--- src/design/dit_pkg.sv ---
// Package of constants and types for the drive input terminal command logic
package dit_pkg;
  // Clock and timing
  localparam int  CLK_MHZ          = 250;
  localparam int  RUN_MIN_US       = 2000;
  localparam int  RUN_MIN_CYC      = RUN_MIN_US * CLK_MHZ;
  localparam int  JOG_CLASH_MS     = 500;
  localparam int  JOG_CLASH_CYC    = JOG_CLASH_MS * 1000 * CLK_MHZ;
  // Terminal count and function code width
  localparam int  NUM_TERM         = 7;
  localparam int  CODE_W           = 8;
  localparam int  FREQ_W           = 16;
  // Function codes
  localparam logic [7:0] FN_THREE_WIRE = 8'h02;
  localparam logic [7:0] FN_LOC_REM    = 8'h03;
  localparam logic [7:0] FN_SRC_SEL    = 8'h04;
  localparam logic [7:0] FN_STEP1      = 8'h05;
  localparam logic [7:0] FN_STEP2      = 8'h06;
  localparam logic [7:0] FN_STEP3      = 8'h07;
  localparam logic [7:0] FN_STEP4      = 8'h08;
  localparam logic [7:0] FN_JOG        = 8'h09;
  localparam logic [7:0] FN_UP         = 8'h0A;
  localparam logic [7:0] FN_DOWN       = 8'h0B;
  localparam logic [7:0] FN_FORWARD_JOG       = 8'h0E;
  localparam logic [7:0] FN_REVERSE_JOG       = 8'h0F;
  localparam logic [7:0] FN_ACC1       = 8'h10;
  localparam logic [7:0] FN_ACC2       = 8'h11;
  localparam logic [7:0] FN_RAMP_HOLD  = 8'h12;
  localparam logic [7:0] FN_INV_OFS    = 8'h64;
  // Setting values
  localparam logic [1:0] FSRC_UPDOWN   = 2'h2;
  localparam logic [1:0] ANA_LOWER_LIM = 2'h2;
  // Ramp-time selection codes
  localparam logic [2:0] RAMP_JOG      = 3'h4;
  // Run state
  typedef enum logic [1:0] {
    RUN_IDLE  = 2'b00,
    RUN_GO    = 2'b01,
    RUN_BLOCK = 2'b10
  } dit_run_type;
endpackage : dit_pkg

--- src/design/dit_sync.sv ---
// Three-stage input synchroniser that accepts a change when stages two and three agree
`timescale 1ns/100ps
`default_nettype none
module dit_sync #(
  parameter int W = 7
) (
  // Clock and reset
  input  wire logic         clk,
  input  wire logic         rst_n,
  // Raw and clean levels
  input  wire logic [W-1:0] raw,
  output logic      [W-1:0] clean
);
  logic [W-1:0] s1_q;  // First stage, read only by s2
  logic [W-1:0] s2_q;  // Second stage
  logic [W-1:0] s3_q;  // Third stage

  // Shift chain
  always_ff @(posedge clk) begin
    if (!rst_n) begin
      s1_q <= '0;
      s2_q <= '0;
      s3_q <= '0;
    end else begin
      s1_q <= raw;
      s2_q <= s1_q;
      s3_q <= s2_q;
    end
  end

  // Accept per bit once two stages agree
  genvar i;
  generate
    for (i = 0; i < W; i++) begin : g_bit
      always_ff @(posedge clk) begin
        if (!rst_n) begin
          clean[i] <= 1'b0;
        end else if (s2_q[i] == s3_q[i]) begin
          clean[i] <= s3_q[i];
        end
      end
    end
  endgenerate
endmodule : dit_sync
`default_nettype wire

--- src/design/dit_timer.sv ---
// Counter that flags when a condition has held for a set number of cycles
`timescale 1ns/100ps
`default_nettype none
module dit_timer #(
  parameter int LIMIT = 4
) (
  // Clock and reset
  input  wire logic clk,
  input  wire logic rst_n,
  // Condition and result
  input  wire logic cond,
  output logic      done
);
  localparam int CW = $clog2(LIMIT + 1);
  localparam logic [CW-1:0] LIM = CW'(LIMIT);
  logic [CW-1:0] cnt_q;  // Cycles held so far

  // Count while held, clear on release
  always_ff @(posedge clk) begin
    if (!rst_n) begin
      cnt_q <= '0;
    end else if (!cond) begin
      cnt_q <= '0;
    end else if (cnt_q != LIM) begin
      cnt_q <= cnt_q + 1'b1;
    end
  end

  assign done = cond && (cnt_q == LIM);
endmodule : dit_timer
`default_nettype wire

--- src/design/dit_core.sv ---
// Command logic for multi-function digital input terminals
`timescale 1ns/100ps
`default_nettype none
module dit_core
  import dit_pkg::*;
#(
  parameter int RUN_MIN_CYCLES   = RUN_MIN_CYC,
  parameter int JOG_CLASH_CYCLES = JOG_CLASH_CYC,
  parameter int FW               = FREQ_W
) (
  // Clock and reset
  input  wire logic                       CORE_CLK,
  input  wire logic                       RSTN,
  // Terminal pins and their function codes
  input  wire logic [NUM_TERM-1:0]        TERMINAL_IN,
  input  wire logic [NUM_TERM*CODE_W-1:0] TERMINAL_FUNCTION_SELECT,
  // Keypad and settings
  input  wire logic                       LOCAL_REMOTE_KEY,
  input  wire logic                       KEYPAD_RUN,
  input  wire logic                       POWERUP_RUN_ACCEPT,
  input  wire logic                       REVERSE_INHIBIT,
  input  wire logic                       FREQ_CMD_RETAIN,
  input  wire logic [1:0]                 FREQ_SOURCE_SEL_1,
  input  wire logic [1:0]                 RUN_SOURCE_SEL_1,
  input  wire logic [1:0]                 FREQ_SOURCE_SEL_2,
  input  wire logic [1:0]                 RUN_SOURCE_SEL_2,
  input  wire logic [1:0]                 ANALOG_FUNC_SEL,
  input  wire logic                       EXT_RUN_REQ,
  input  wire logic                       EXT_REVERSE,
  // Frequency values
  input  wire logic [16*FW-1:0]           PRESET_FREQ,
  input  wire logic [FW-1:0]              JOG_FREQ_VALUE,
  input  wire logic [FW-1:0]              FREQ_UPPER_LIMIT,
  input  wire logic [FW-1:0]              FREQ_LOWER_LIMIT,
  input  wire logic [FW-1:0]              ANALOG_VALUE,
  input  wire logic [FW-1:0]              UPDOWN_STEP,
  input  wire logic                       RAMP_TICK,
  // Command results
  output logic                            RUN_CMD,
  output logic                            REVERSE_CMD,
  output logic                            LOCAL_MODE,
  output logic                            LOCAL_LED,
  output logic                            LED_FLASH,
  output logic                            POWERUP_FAULT,
  output logic                            SOURCE2_ACTIVE,
  output logic [1:0]                      FREQ_SOURCE_ACTIVE,
  output logic [1:0]                      RUN_SOURCE_ACTIVE,
  output logic [FW-1:0]                   FREQ_REF,
  output logic [FW-1:0]                   UPDOWN_FREQ,
  output logic                            JOG_RAMP_SEL,
  output logic [2:0]                      RAMP_SEL,
  output logic                            RAMP_HOLD,
  output logic                            INPUT_SELECT_ERROR,
  output logic                            JOG_CLASH_ALARM
);
  logic [NUM_TERM-1:0] pin_s;        // Synchronised pin levels
  logic [NUM_TERM-1:0] act;          // Pin level after sense inversion
  logic                three_wire;   // Any of terminals three to seven uses code 2
  logic                f_dir, f_lr, f_src, f_jog, f_up, f_down, f_fj, f_rj;
  logic                f_a1, f_a2, f_hold, a_lr, a_src;
  logic                as_lr, as_src, as_up, as_down, as_hold;
  logic [3:0]          step_sel;     // Preset select bits
  logic                run_raw;      // Run request before power-up check
  logic                run_long;     // Run input held long enough
  logic                clash;        // Both jogs held long enough
  logic                fj_eff, rj_eff;
  logic                motor_on;
  logic                local_q, src2_q, first_q;
  logic                tw_latch_q;   // Three-wire run latch
  logic [FW-1:0]       ud_q;         // Up/down frequency
  logic [FW-1:0]       lower_lim;
  logic [FW-1:0]       ud_sum;
  logic                clash_q;
  dit_run_type         run_st_q;

  // Synchronise all terminal pins
  dit_sync #(.W(NUM_TERM)) u_sync (
    .clk   (CORE_CLK),
    .rst_n (RSTN),
    .raw   (TERMINAL_IN),
    .clean (pin_s)
  );

  // Decode codes per terminal, with inverted sense for codes of a hundred and up
  logic [NUM_TERM-1:0] m_dir, m_lr, m_src, m_jog, m_up, m_dn, m_fj, m_rj;
  logic [NUM_TERM-1:0] m_a1, m_a2, m_hold, m_s1, m_s2, m_s3, m_s4;
  genvar t;
  generate
    for (t = 0; t < NUM_TERM; t++) begin : g_term
      logic [CODE_W-1:0] raw_c, base_c;
      logic              inv;
      assign raw_c  = TERMINAL_FUNCTION_SELECT[t*CODE_W +: CODE_W];
      assign inv    = raw_c >= FN_INV_OFS;
      assign base_c = inv ? raw_c - FN_INV_OFS : raw_c;
      assign act[t] = pin_s[t] ^ inv;
      assign m_dir[t]  = (t >= 2) && (base_c == FN_THREE_WIRE);
      assign m_lr[t]   = base_c == FN_LOC_REM;
      assign m_src[t]  = base_c == FN_SRC_SEL;
      assign m_s1[t]   = base_c == FN_STEP1;
      assign m_s2[t]   = base_c == FN_STEP2;
      assign m_s3[t]   = base_c == FN_STEP3;
      assign m_s4[t]   = base_c == FN_STEP4;
      assign m_jog[t]  = base_c == FN_JOG;
      assign m_up[t]   = base_c == FN_UP;
      assign m_dn[t]   = base_c == FN_DOWN;
      assign m_fj[t]   = base_c == FN_FORWARD_JOG;
      assign m_rj[t]   = base_c == FN_REVERSE_JOG;
      assign m_a1[t]   = base_c == FN_ACC1;
      assign m_a2[t]   = base_c == FN_ACC2;
      assign m_hold[t] = base_c == FN_RAMP_HOLD;
    end
  endgenerate

  // Assigned flags and active levels of each function
  assign three_wire = |m_dir;
  assign as_lr   = |m_lr;
  assign as_src  = |m_src;
  assign as_up   = |m_up;
  assign as_down = |m_dn;
  assign as_hold = |m_hold;
  assign f_dir   = |(m_dir & act);
  assign a_lr    = |(m_lr & act);
  assign a_src   = |(m_src & act);
  assign f_jog   = |(m_jog & act);
  assign f_up    = |(m_up & act);
  assign f_down  = |(m_dn & act);
  assign f_fj    = |(m_fj & act);
  assign f_rj    = |(m_rj & act);
  assign f_a1    = |(m_a1 & act);
  assign f_a2    = |(m_a2 & act);
  assign f_hold  = |(m_hold & act);
  assign f_lr    = a_lr;
  assign f_src   = a_src;
  assign step_sel = {|(m_s4 & act), |(m_s3 & act), |(m_s2 & act), |(m_s1 & act)};

  // Run input held timer for three-wire start
  dit_timer #(.LIMIT(RUN_MIN_CYCLES)) u_run_tmr (
    .clk   (CORE_CLK),
    .rst_n (RSTN),
    .cond  (three_wire && act[0]),
    .done  (run_long)
  );

  // Both-jog clash timer
  dit_timer #(.LIMIT(JOG_CLASH_CYCLES)) u_jog_tmr (
    .clk   (CORE_CLK),
    .rst_n (RSTN),
    .cond  (f_fj && f_rj),
    .done  (clash)
  );

  // Three-wire run latch: set by long run, cleared at once by open stop
  always_ff @(posedge CORE_CLK) begin
    if (!RSTN) begin
      tw_latch_q <= 1'b0;
    end else if (!three_wire || !act[1]) begin
      tw_latch_q <= 1'b0;
    end else if (run_long) begin
      tw_latch_q <= 1'b1;
    end
  end

  // Run request from the active source
  always_comb begin
    if (local_q) begin
      run_raw = KEYPAD_RUN;
    end else if (three_wire) begin
      run_raw = tw_latch_q && act[1];
    end else begin
      run_raw = EXT_RUN_REQ;
    end
  end

  // Jog qualification
  assign rj_eff = f_rj && !REVERSE_INHIBIT;
  assign fj_eff = f_fj;

  // Power-up run check: refuse a run present at the first sample
  always_ff @(posedge CORE_CLK) begin
    if (!RSTN) begin
      run_st_q <= RUN_IDLE;
      first_q  <= 1'b1;
    end else begin
      first_q <= 1'b0;
      case (run_st_q)
        RUN_IDLE: begin
          if (first_q && run_raw && !POWERUP_RUN_ACCEPT) begin
            run_st_q <= RUN_BLOCK;
          end else if (run_raw) begin
            run_st_q <= RUN_GO;
          end
        end
        RUN_GO: begin
          if (!run_raw) begin
            run_st_q <= RUN_IDLE;
          end
        end
        RUN_BLOCK: begin
          if (!run_raw) begin
            run_st_q <= RUN_IDLE;
          end
        end
        default: run_st_q <= RUN_IDLE;
      endcase
    end
  end

  // Jog clash alarm stays until either jog releases
  always_ff @(posedge CORE_CLK) begin
    if (!RSTN) begin
      clash_q <= 1'b0;
    end else if (clash) begin
      clash_q <= 1'b1;
    end else if (!f_fj || !f_rj) begin
      clash_q <= 1'b0;
    end
  end

  assign motor_on = RUN_CMD;

  // Local/remote and source pair, updated only while stopped
  always_ff @(posedge CORE_CLK) begin
    if (!RSTN) begin
      local_q <= 1'b0;
      src2_q  <= 1'b0;
    end else if (!motor_on) begin
      if (as_lr) begin
        local_q <= f_lr;
      end else if (LOCAL_REMOTE_KEY) begin
        local_q <= ~local_q;
      end
      src2_q <= as_src && f_src;
    end
  end

  // Active source selections
  always_comb begin
    if (src2_q) begin
      FREQ_SOURCE_ACTIVE = FREQ_SOURCE_SEL_2;
      RUN_SOURCE_ACTIVE  = RUN_SOURCE_SEL_2;
    end else begin
      FREQ_SOURCE_ACTIVE = FREQ_SOURCE_SEL_1;
      RUN_SOURCE_ACTIVE  = RUN_SOURCE_SEL_1;
    end
  end

  // Up/down limits
  assign lower_lim = (ANALOG_FUNC_SEL == ANA_LOWER_LIM && ANALOG_VALUE < FREQ_LOWER_LIMIT) ?
                     ANALOG_VALUE : FREQ_LOWER_LIMIT;
  assign ud_sum = ud_q + UPDOWN_STEP;

  // Up/down frequency register
  always_ff @(posedge CORE_CLK) begin
    if (!RSTN) begin
      ud_q <= '0;
    end else if (!RUN_CMD && !FREQ_CMD_RETAIN) begin
      ud_q <= '0;
    end else if (!RUN_CMD && (f_up || f_down)) begin
      ud_q <= '0;
    end else if (RUN_CMD && FREQ_SOURCE_ACTIVE == FSRC_UPDOWN && as_up && as_down
                 && RAMP_TICK) begin
      if (f_up && !f_down) begin
        ud_q <= (ud_sum < ud_q || ud_sum > FREQ_UPPER_LIMIT) ? FREQ_UPPER_LIMIT : ud_sum;
      end else if (f_down && !f_up) begin
        ud_q <= (ud_q < lower_lim + UPDOWN_STEP) ? lower_lim : ud_q - UPDOWN_STEP;
      end else if (ud_q < lower_lim) begin
        ud_q <= lower_lim;
      end
    end
  end

  // Registered command outputs
  always_ff @(posedge CORE_CLK) begin
    if (!RSTN) begin
      RUN_CMD            <= 1'b0;
      REVERSE_CMD        <= 1'b0;
      FREQ_REF           <= '0;
      JOG_RAMP_SEL       <= 1'b0;
      RAMP_SEL           <= '0;
      RAMP_HOLD          <= 1'b0;
      INPUT_SELECT_ERROR <= 1'b0;
      JOG_CLASH_ALARM    <= 1'b0;
      LOCAL_MODE         <= 1'b0;
      LOCAL_LED          <= 1'b0;
      POWERUP_FAULT      <= 1'b0;
      LED_FLASH          <= 1'b0;
      SOURCE2_ACTIVE     <= 1'b0;
      UPDOWN_FREQ        <= '0;
    end else begin
      INPUT_SELECT_ERROR <= as_up ^ as_down;
      JOG_CLASH_ALARM    <= clash_q;
      LOCAL_MODE         <= local_q;
      LOCAL_LED          <= local_q;
      POWERUP_FAULT      <= run_st_q == RUN_BLOCK;
      LED_FLASH          <= run_st_q == RUN_BLOCK;
      SOURCE2_ACTIVE     <= src2_q;
      UPDOWN_FREQ        <= ud_q;
      RAMP_HOLD          <= as_hold && f_hold;
      if (clash_q || clash) begin
        RUN_CMD      <= 1'b0;
        JOG_RAMP_SEL <= 1'b0;
        FREQ_REF     <= '0;
        RAMP_SEL     <= {1'b0, f_a2, f_a1};
      end else if (fj_eff || rj_eff) begin
        RUN_CMD      <= 1'b1;
        REVERSE_CMD  <= rj_eff && !fj_eff;
        FREQ_REF     <= JOG_FREQ_VALUE;
        JOG_RAMP_SEL <= 1'b1;
        RAMP_SEL     <= RAMP_JOG;
      end else begin
        RUN_CMD      <= run_st_q == RUN_GO && run_raw && !(three_wire && !act[1]);
        REVERSE_CMD  <= three_wire ? f_dir : EXT_REVERSE;
        JOG_RAMP_SEL <= f_jog;
        RAMP_SEL     <= f_jog ? RAMP_JOG : {1'b0, f_a2, f_a1};
        if (f_jog) begin
          FREQ_REF <= JOG_FREQ_VALUE;
        end else if (FREQ_SOURCE_ACTIVE == FSRC_UPDOWN && !local_q) begin
          FREQ_REF <= ud_q;
        end else begin
          FREQ_REF <= PRESET_FREQ[step_sel*FW +: FW];
        end
      end
    end
  end
endmodule : dit_core
`default_nettype wire

--- config.mk ---
export PLATFORM = sky130hd
export DESIGN_NAME = dit_core
export DESIGN_NICKNAME = d
export VERILOG_FILES = /design/src/design/dit_pkg.sv /design/src/design/dit_sync.sv /design/src/design/dit_timer.sv /design/src/design/dit_core.sv
export SDC_FILE = /design/constraint.sdc
export NUM_CORES = 1
export LEC_CHECK = 0
export ABC_AREA = 1
export CAP_MARGIN = 20
export CORE_AREA = 2 2 182 184
export DETAILED_ROUTE_END_ITERATION = 7
export DIE_AREA = 0 0 184 186
export DONT_BUFFER_PORTS = 1
export GPL_TIMING_DRIVEN = 0
export PLACE_DENSITY_LB_ADDON = 0.3
export SYNTH_ARGS = -nofsm -noshare
export SYNTH_HDL_FRONTEND = slang
export SYNTH_SLANG_ARGS = --single-unit
--- constraint.sdc ---
create_clock -name CORE_CLK -period 5.43 [get_ports CORE_CLK]
set_clock_uncertainty 0.2 [all_clocks]
set_input_delay 0.543 -clock CORE_CLK [delete_from_list [all_inputs] [get_ports CORE_CLK]]
set_output_delay 0.543 -clock CORE_CLK [all_outputs]
set_load 0.1 [all_outputs]
==> impl_results.md, run 1 <==
* Status: finished, final reports clean
* Global-route wire length before repair at 107000 um
* Core Util, Final at 57.7%
* CTS Sinks at 140
* Vias at 20200
* Die ar. at 34200 um^2
* Mean routed wirelength per cell at 21.7 um
* I/O Pins at 469
* Pins over their slew limit at 0
* TritonCTS Buffers at 17
* Initial DRC Count at 1967
* Largest net degree at the start of global routing at 17
* Slew headroom at 22.8%
* Leak Pwr at 9.53 nW
* ANT nets after route at 0
* Htree depth at 4
* Total wire length at 73400 um
* Vias/cell at 5.95
* Nets at 3517
* R2R Setup Slk at 320 ps
* Slowest stage delay, CP at 400 ps
* Max Root-Sink Buffers at 2
* Post-Syn Nets at 3488
* RePlAce Congestion at 1.13
* Clk slew on worst S/H paths at 60 ps
* Area of the multi-input gates at 12100 um^2
* First-pass detailed-route iteration total at 6
* Worst-Margin Slew at 1160 ps
* Final setup viols at 0
* Slowest CP cell: fa_2
* Sequential Power Share at 34.0%
* Sequential area share after synthesis at 16.4%
* Yosys reg bits at 140
* Initial Util at 53.0%
* Max_cap viols at 0
* Post-layout min period at 5260 ps
* Power Dens Cells at 195 nW/um^2
* Worst reg2reg path startpoint: ud_q[3]
* Internal at 2.17 mW
* DRC viols at 0
* Area grow syn2layout at 8.82%
* Most used cell, CP: nand2_1
* # port buffers at 0
* Number of placed instances, taps included at 3331
* Total gr overflow at 0
* Crit path max fanout at 10
* TritonCTS clock tree: done
* CP Launch Type: input pin
* Hold_ws at 6.19 ps
* Min-delay src: TERMINAL_IN[4]
* Worst vdd ir at 0.253 mV
* Storage cell area at 2800 um^2
* Gate power share at 31.7%
* Die Height at 186 um
* Final period utilization at 96.8%
* HP Class: input pin to register
* DIE WIDTH at 184 um
* Clock power frac at 34.3%
* Synth warn at 0
* Post-Syn Area at 17100 um^2
* Area of the core at 32200 um^2
* Clk root buf: clkbuf_16
* Worst EP required at 5550 ps
* FF-to-FF path depth at 26
* Num rows at 66
* GR Util All Layers at 41.7%
* Bufs and invs on worst path at 4
* Worst EP arrival at 5380 ps
* Most frequent cells in the layout: nand2_1, inv_1, nand3_1, nor2_1, ha_1
* Layout cells sized above 1 at 8.37%
* Clock Latency Late Sink at 440 ps
* Post-synth cell types at 61
* Initial antenna violation count at 24
* CP Class: input pin to register
* Final hold violation count at 0
* Synthesized instance count at 2921
* Net Switching at 1.45 mW
* CP delay by family, top: simple AND/OR/NAND/NOR gates
* Post-DP HPWL at 61100 um
* Hold path cells at 2
* EDFF count, synth at 0
* Commonest non-fill, non-tap cell in the layout: nand2_1
* Non-filler cells, final at 3388
* Worst r2r dst: ud_q[0]
* Post-Syn Area per Cell at 5.84 um^2
* Sink of the worst hold path: u_sync.s1_q[4]
* Crit end category: register
* Synth Flop Type: dfxtp_1
* F_max at 190 MHz
* FFs w/ async S/R, synth at 0%
* Number of global-route vias before repair at 18500
* Switching share of power at 40.1%
* Fill cells at 3333
==> power groups by stage <==
| stage | Combinational (mW) | Clock [mW] | Sequential, mW |
|---|---|---|---|
| floorplan | 0.770 | 0 | 1.27 |
| global placement | 0.999 | 0 | 1.28 |
| detailed placement | 1.03 | 0 | 1.27 |
| CTS | 1.04 | 1.24 | 1.25 |
| global route | 1.26 | 1.29 | 1.24 |
| finish | 1.15 | 1.24 | 1.23 |
==> stage by stage <==
stage               power (mW)  area, um^2  worst slack (ps)  TNS, ps
detailed placement        2.30       17600             -1350   -19900
floorplan                 2.04       17100               119        0
CTS                       3.53       18300              4.23        0
global route              3.78       18600             -58.9     -264
finish                    3.62       18600               173        0
global placement          2.27       17600             -1190   -17590
==> synth_stat cells (4+ instances only) <==
cell type | instances | area share, %
nor3_1 | 56 | 1.6
nor3_2 | 6 | 0.35
o21ai_2 | 4 | 0.21
o31ai_1 | 5 | 0.22
buf_2 | 47 | 1.4
nand2_2 | 20 | 0.73
o21ai_0 | 82 | 2.4
nor2_2 | 12 | 0.44
o22ai_1 | 8 | 0.29
nor4_1 | 15 | 0.55
inv_2 | 12 | 0.26
ha_1 | 145 | 11
a211oi_1 | 4 | 0.18
nand2_4 | 9 | 0.59
nand3b_1 | 54 | 2.4
inv_1 | 452 | 9.9
nand3_2 | 8 | 0.47
o21a_1 | 5 | 0.22
o211ai_1 | 11 | 0.48
xnor2_1 | 23 | 1.2
buf_6 | 8 | 0.53
nand4_1 | 44 | 1.6
nor2_4 | 8 | 0.53
a31oi_1 | 8 | 0.29
clkbuf_1 | 29 | 0.64
nand3_1 | 413 | 12
xor2_1 | 53 | 2.7
buf_4 | 18 | 0.79
nor2_1 | 199 | 4.4
o21ai_1 | 6 | 0.18
a21oi_1 | 148 | 4.3
dfxtp_1 | 140 | 16
nor3b_1 | 7 | 0.31
or2_2 | 5 | 0.18
nand2_1 | 812 | 18
o221ai_1 | 4 | 0.21
==> worst max path at each step <==
stage	slack, ps	to	startpoint	cells after the start
after floorplan	120	ud_q[15]	FREQ_LOWER_LIMIT[15]	38
final	170	ud_q[2]	FREQ_LOWER_LIMIT[13]	37
after global placement	-1190	ud_q[9]	FREQ_LOWER_LIMIT[11]	39
after detailed placement	-1350	ud_q[4]	FREQ_LOWER_LIMIT[11]	38
after global routing	-60	ud_q[14]	FREQ_LOWER_LIMIT[13]	38
after CTS	4	ud_q[2]	FREQ_LOWER_LIMIT[11]	39
==> what timing repair did <==
action	CTS	global route
resized for setup	28	56
setup buffers	0	5
endpoints found under the setup margin	16	16
pin swaps	2	9
hold buffers	1	0
hold endpoints to repair	1	0
==> area by class of cell <==
| type | instances | area share (%) |
|---|---|---|
| flip-flops and latches | 140 | 15.1 |
| inverters | 466 | 9.42 |
| multi-input cells | 2209 | 65.2 |
| clock buffers | 18 | 2.31 |
| diodes | 17 | 0.229 |
| clock inverters | 14 | 0.990 |
| plain buffers | 106 | 3.42 |
| well taps | 408 | 2.75 |
| repair buffers | 10 | 0.640 |
==> state kept, by name, summed over array words and instances (netlist names), 2 cells and up <==
signal           flops
u_sync.s2_q          7
u_sync.s3_q          7
RAMP_SEL             2
u_sync.s1_q          7
FREQ_REF            16
ud_q                16
run_st_q             2
u_run_tmr.cnt_q     19
u_sync.clean         7
UPDOWN_FREQ         16
u_jog_tmr.cnt_q     27
==> logic make-up (layout without fill, tap and decap cells) <==
family,Yosys count,count (layout),share of synthesized area (%)
XOR/XNOR,76,76,3.90
other,0,17,0
buffers and inverters,572,614,13.7
AND/OR/NAND/NOR,1678,1678,44.8
adder cells (fa/ha/maj),148,148,11.0
flip-flops,140,140,16.4
AO/OA/AOI/OAI,306,306,10.1
multiplexers,1,1,0.0586
==> worst register-to-register path: stages (launching register included) <==
cell,delay [ps]
dfxtp_1,690
ha_1,350
buf_2,170
inv_1,120
nand3_1,100
nand2_1,110
nand2_1,70
nand2_1,60
a21oi_1,90
o21ai_0,360
nand3_1,130
nand2_1,100
xor2_1,220
inv_1,110
ha_1,280
nand2_1,70
o21a_1,190
o221a_2,220
nand2_1,60
nand2_1,40
nand2_1,270
clkbuf_1,390
o21ai_0,170
a21oi_2,210
nand3_1,110
nand2_1,70
nor2_1,40
==> metal layers <==
layer | global-route usage, % | wire length, um | up-vias
met5 | 0 | 56 | -
met4 | 24.0 | 4290 | 8
met3 | 13.1 | 8340 | 256
met2 | 64.1 | 31300 | 1150
met1 | 51.3 | 29400 | 9248
li1 | - | - | 9511
Note: power is estimated with default switching activity, not from simulation.
==> inputs of run 2 (changes only) <==
--- a/config.mk
+++ b/config.mk
@@ -7,9 +7,9 @@
 export LEC_CHECK = 0
 export ABC_AREA = 1
 export CAP_MARGIN = 20
-export CORE_AREA = 2 2 182 184
+export CORE_AREA = 2 2 181 183
 export DETAILED_ROUTE_END_ITERATION = 7
-export DIE_AREA = 0 0 184 186
+export DIE_AREA = 0 0 183 185
 export DONT_BUFFER_PORTS = 1
 export GPL_TIMING_DRIVEN = 0
 export PLACE_DENSITY_LB_ADDON = 0.3
==> constraint.sdc (replaced) <==
create_clock -name CORE_CLK -period 5 [get_ports CORE_CLK]
set_clock_uncertainty 0.2 [all_clocks]
set_input_delay 0.5 -clock CORE_CLK [delete_from_list [all_inputs] [get_ports CORE_CLK]]
set_output_delay 0.5 -clock CORE_CLK [all_outputs]
set_load 0.1 [all_outputs]
==> run 2 against run 1 <==
Power up 9.5%. The run now ends with setup timing left. Sequential cell count unchanged. Non-clock buffer count up 32. Cell count up 0.77%. Cell area up 3.4%. Critical path depth up 3. First-iteration DRC count down 1.8%. Hold slack better by 25 ps. Clock power up 6%. Clock-buffer cell count up 1.
==> impl_results.md, run 2 (synthesis gave the netlist of run 1 again) <==
* Max Root-Sink Buffers at 2
* Num rows at 66
* Failing checks: setup timing
* Placed Area at 17600 um^2
* Hold_ws at 31.3 ps
* Setup slack after layout at -19.8 ps
* CP delay by family, top: simple AND/OR/NAND/NOR gates
* Clk slew on worst S/H paths at 60 ps
* HP Class: input pin to register
* I/O Pins at 469
* Clock Latency Late Sink at 450 ps
* Slowest CP cell: fa_2
* Leak Pwr at 9.70 nW
* Vias at 20200
* Number of global-route vias before repair at 18700
* DIE WIDTH at 183 um
* Vias/cell at 5.93
* Most flop-heavy register: u_jog_tmr.cnt_q
* CP Launch Type: input pin
* Final hold violation count at 0
* First-pass detailed-route iteration total at 8
* Status: finished with violations
* Met3 Use GR at 13.8%
* Post-layout min period at 5020 ps
* Met2 global-route usage at 64.1%
* Final setup viols at 3
* Crit end category: register
* Pins over their slew limit at 0
* Die Height at 185 um
* Total gr overflow at 0
* RePlAce Congestion at 1.15
* Worst vdd ir at 0.258 mV
* ANT nets after route at 0
* Slowest stage delay, CP at 400 ps
* CP Class: input pin to register
* Most frequent cells in the layout: nand2_1, inv_1, nand3_1, nor2_1, dfxtp_1
* # port buffers at 0
* Clk root buf: clkbuf_16
* Biggest regs: u_jog_tmr.cnt_q (27), u_run_tmr.cnt_q (19)
* Initial antenna violation count at 21
* Power Dens Cells at 206 nW/um^2
* Commonest non-fill, non-tap cell in the layout: nand2_1
* TritonCTS Buffers at 17
* Global-route wire length before repair at 107000 um
* Max FFs per register at 27
* GR Util All Layers at 41.9%
* RSZ-0062 raised after global routing: yes
* Die ar. at 33900 um^2
* Number of placed instances, taps included at 3329
* F_max at 199 MHz
* Nets at 3549
* Final period utilization at 100%
* Met1 Use GR at 51.7%
* Worst-Margin Slew at 1190 ps
* TritonCTS clock tree: done
* Worst EP required at 5160 ps
* DRC viols at 0
* Crit path max fanout at 7
* Initial DRC Count at 1932
* Post-DP HPWL at 60400 um
* CTS Sinks at 140
* Fill cells at 3142
* Setup TNS at -39.4 ps
* Design area at 19200 um^2
* Slew headroom at 20.5%
* Max_cap viols at 0
* R2R Setup Slk at 180 ps
* Area grow syn2layout at 12.5%
* Mean routed wirelength per cell at 21.7 um
* Largest net degree at the start of global routing at 17
* Area of the core at 32000 um^2
* Total wire length at 74000 um
* Htree depth at 4
* Worst EP arrival at 5180 ps
* GRT busiest layer: met2
* Bufs and invs on worst path at 6
* Most used cell, CP: nand2_1
* Non-filler cells, final at 3414
* Layout cells sized above 1 at 11.0%
* Initial Util at 53.3%
-- run 2: final timing paths --
path,to,depth (start not counted),startpoint
setup / recovery,ud_q[10],40,FREQ_LOWER_LIMIT[3]
setup reg to reg,ud_q[0],28,ud_q[7]
hold / removal,FREQ_REF[13],2,JOG_FREQ_VALUE[13]
hold reg to reg,u_sync.s2_q[4],2,u_sync.s1_q[4]
-- run 2: what timing repair did --
| action | in CTS | in global routing |
|---|---|---|
| endpoints found under the hold margin | 21 | 0 |
| gates resized for setup | 71 | 105 |
| gates cloned | 1 | 0 |
| setup buffers | 11 | 8 |
| pin swaps | 24 | 61 |
| setup endpoints to repair | 16 | 16 |
| hold buffers | 21 | 0 |
-- run 2: power by group --
part | total (mW) | switching [mW] | internal [mW]
Combinational | 1.30 | 0.856 | 0.444
Clock | 1.32 | 0.524 | 0.791
Sequential | 1.35 | 0.199 | 1.15
-- run 2: layout make-up --
class	count	area [um^2]	share of cell area, %
diodes	13	32.5	0.169
plain buffers	106	651	3.39
clock buffers	19	443	2.31
clock inverters	11	145	0.755
inverters	466	1760	9.18
multi-input cells	2209	12500	64.9
flip-flops and latches	140	2810	14.6
well taps	408	510	2.66
repair buffers	42	395	2.06
-- run 2: metal layers --
metal  routed length (um)  part of all wire, %
met5                  105                 0.14
met4                 4300                  5.8
met3                 8060                   11
met2                31500                   43
met1                30000                   41
-- run 2: per-stage QoR --
| step | total power [mW] | utilization [%] | setup slack [ps] |
|---|---|---|---|
| floorplan | 2.21 | - | 19.2 |
| global placement | 2.48 | 54.9 | -976 |
| detailed placement | 2.51 | 54.9 | -1160 |
| CTS | 3.86 | 58.4 | 0.952 |
| global route | 4.14 | 59.9 | -336 |
| finish | 3.97 | 60.0 | -19.8 |
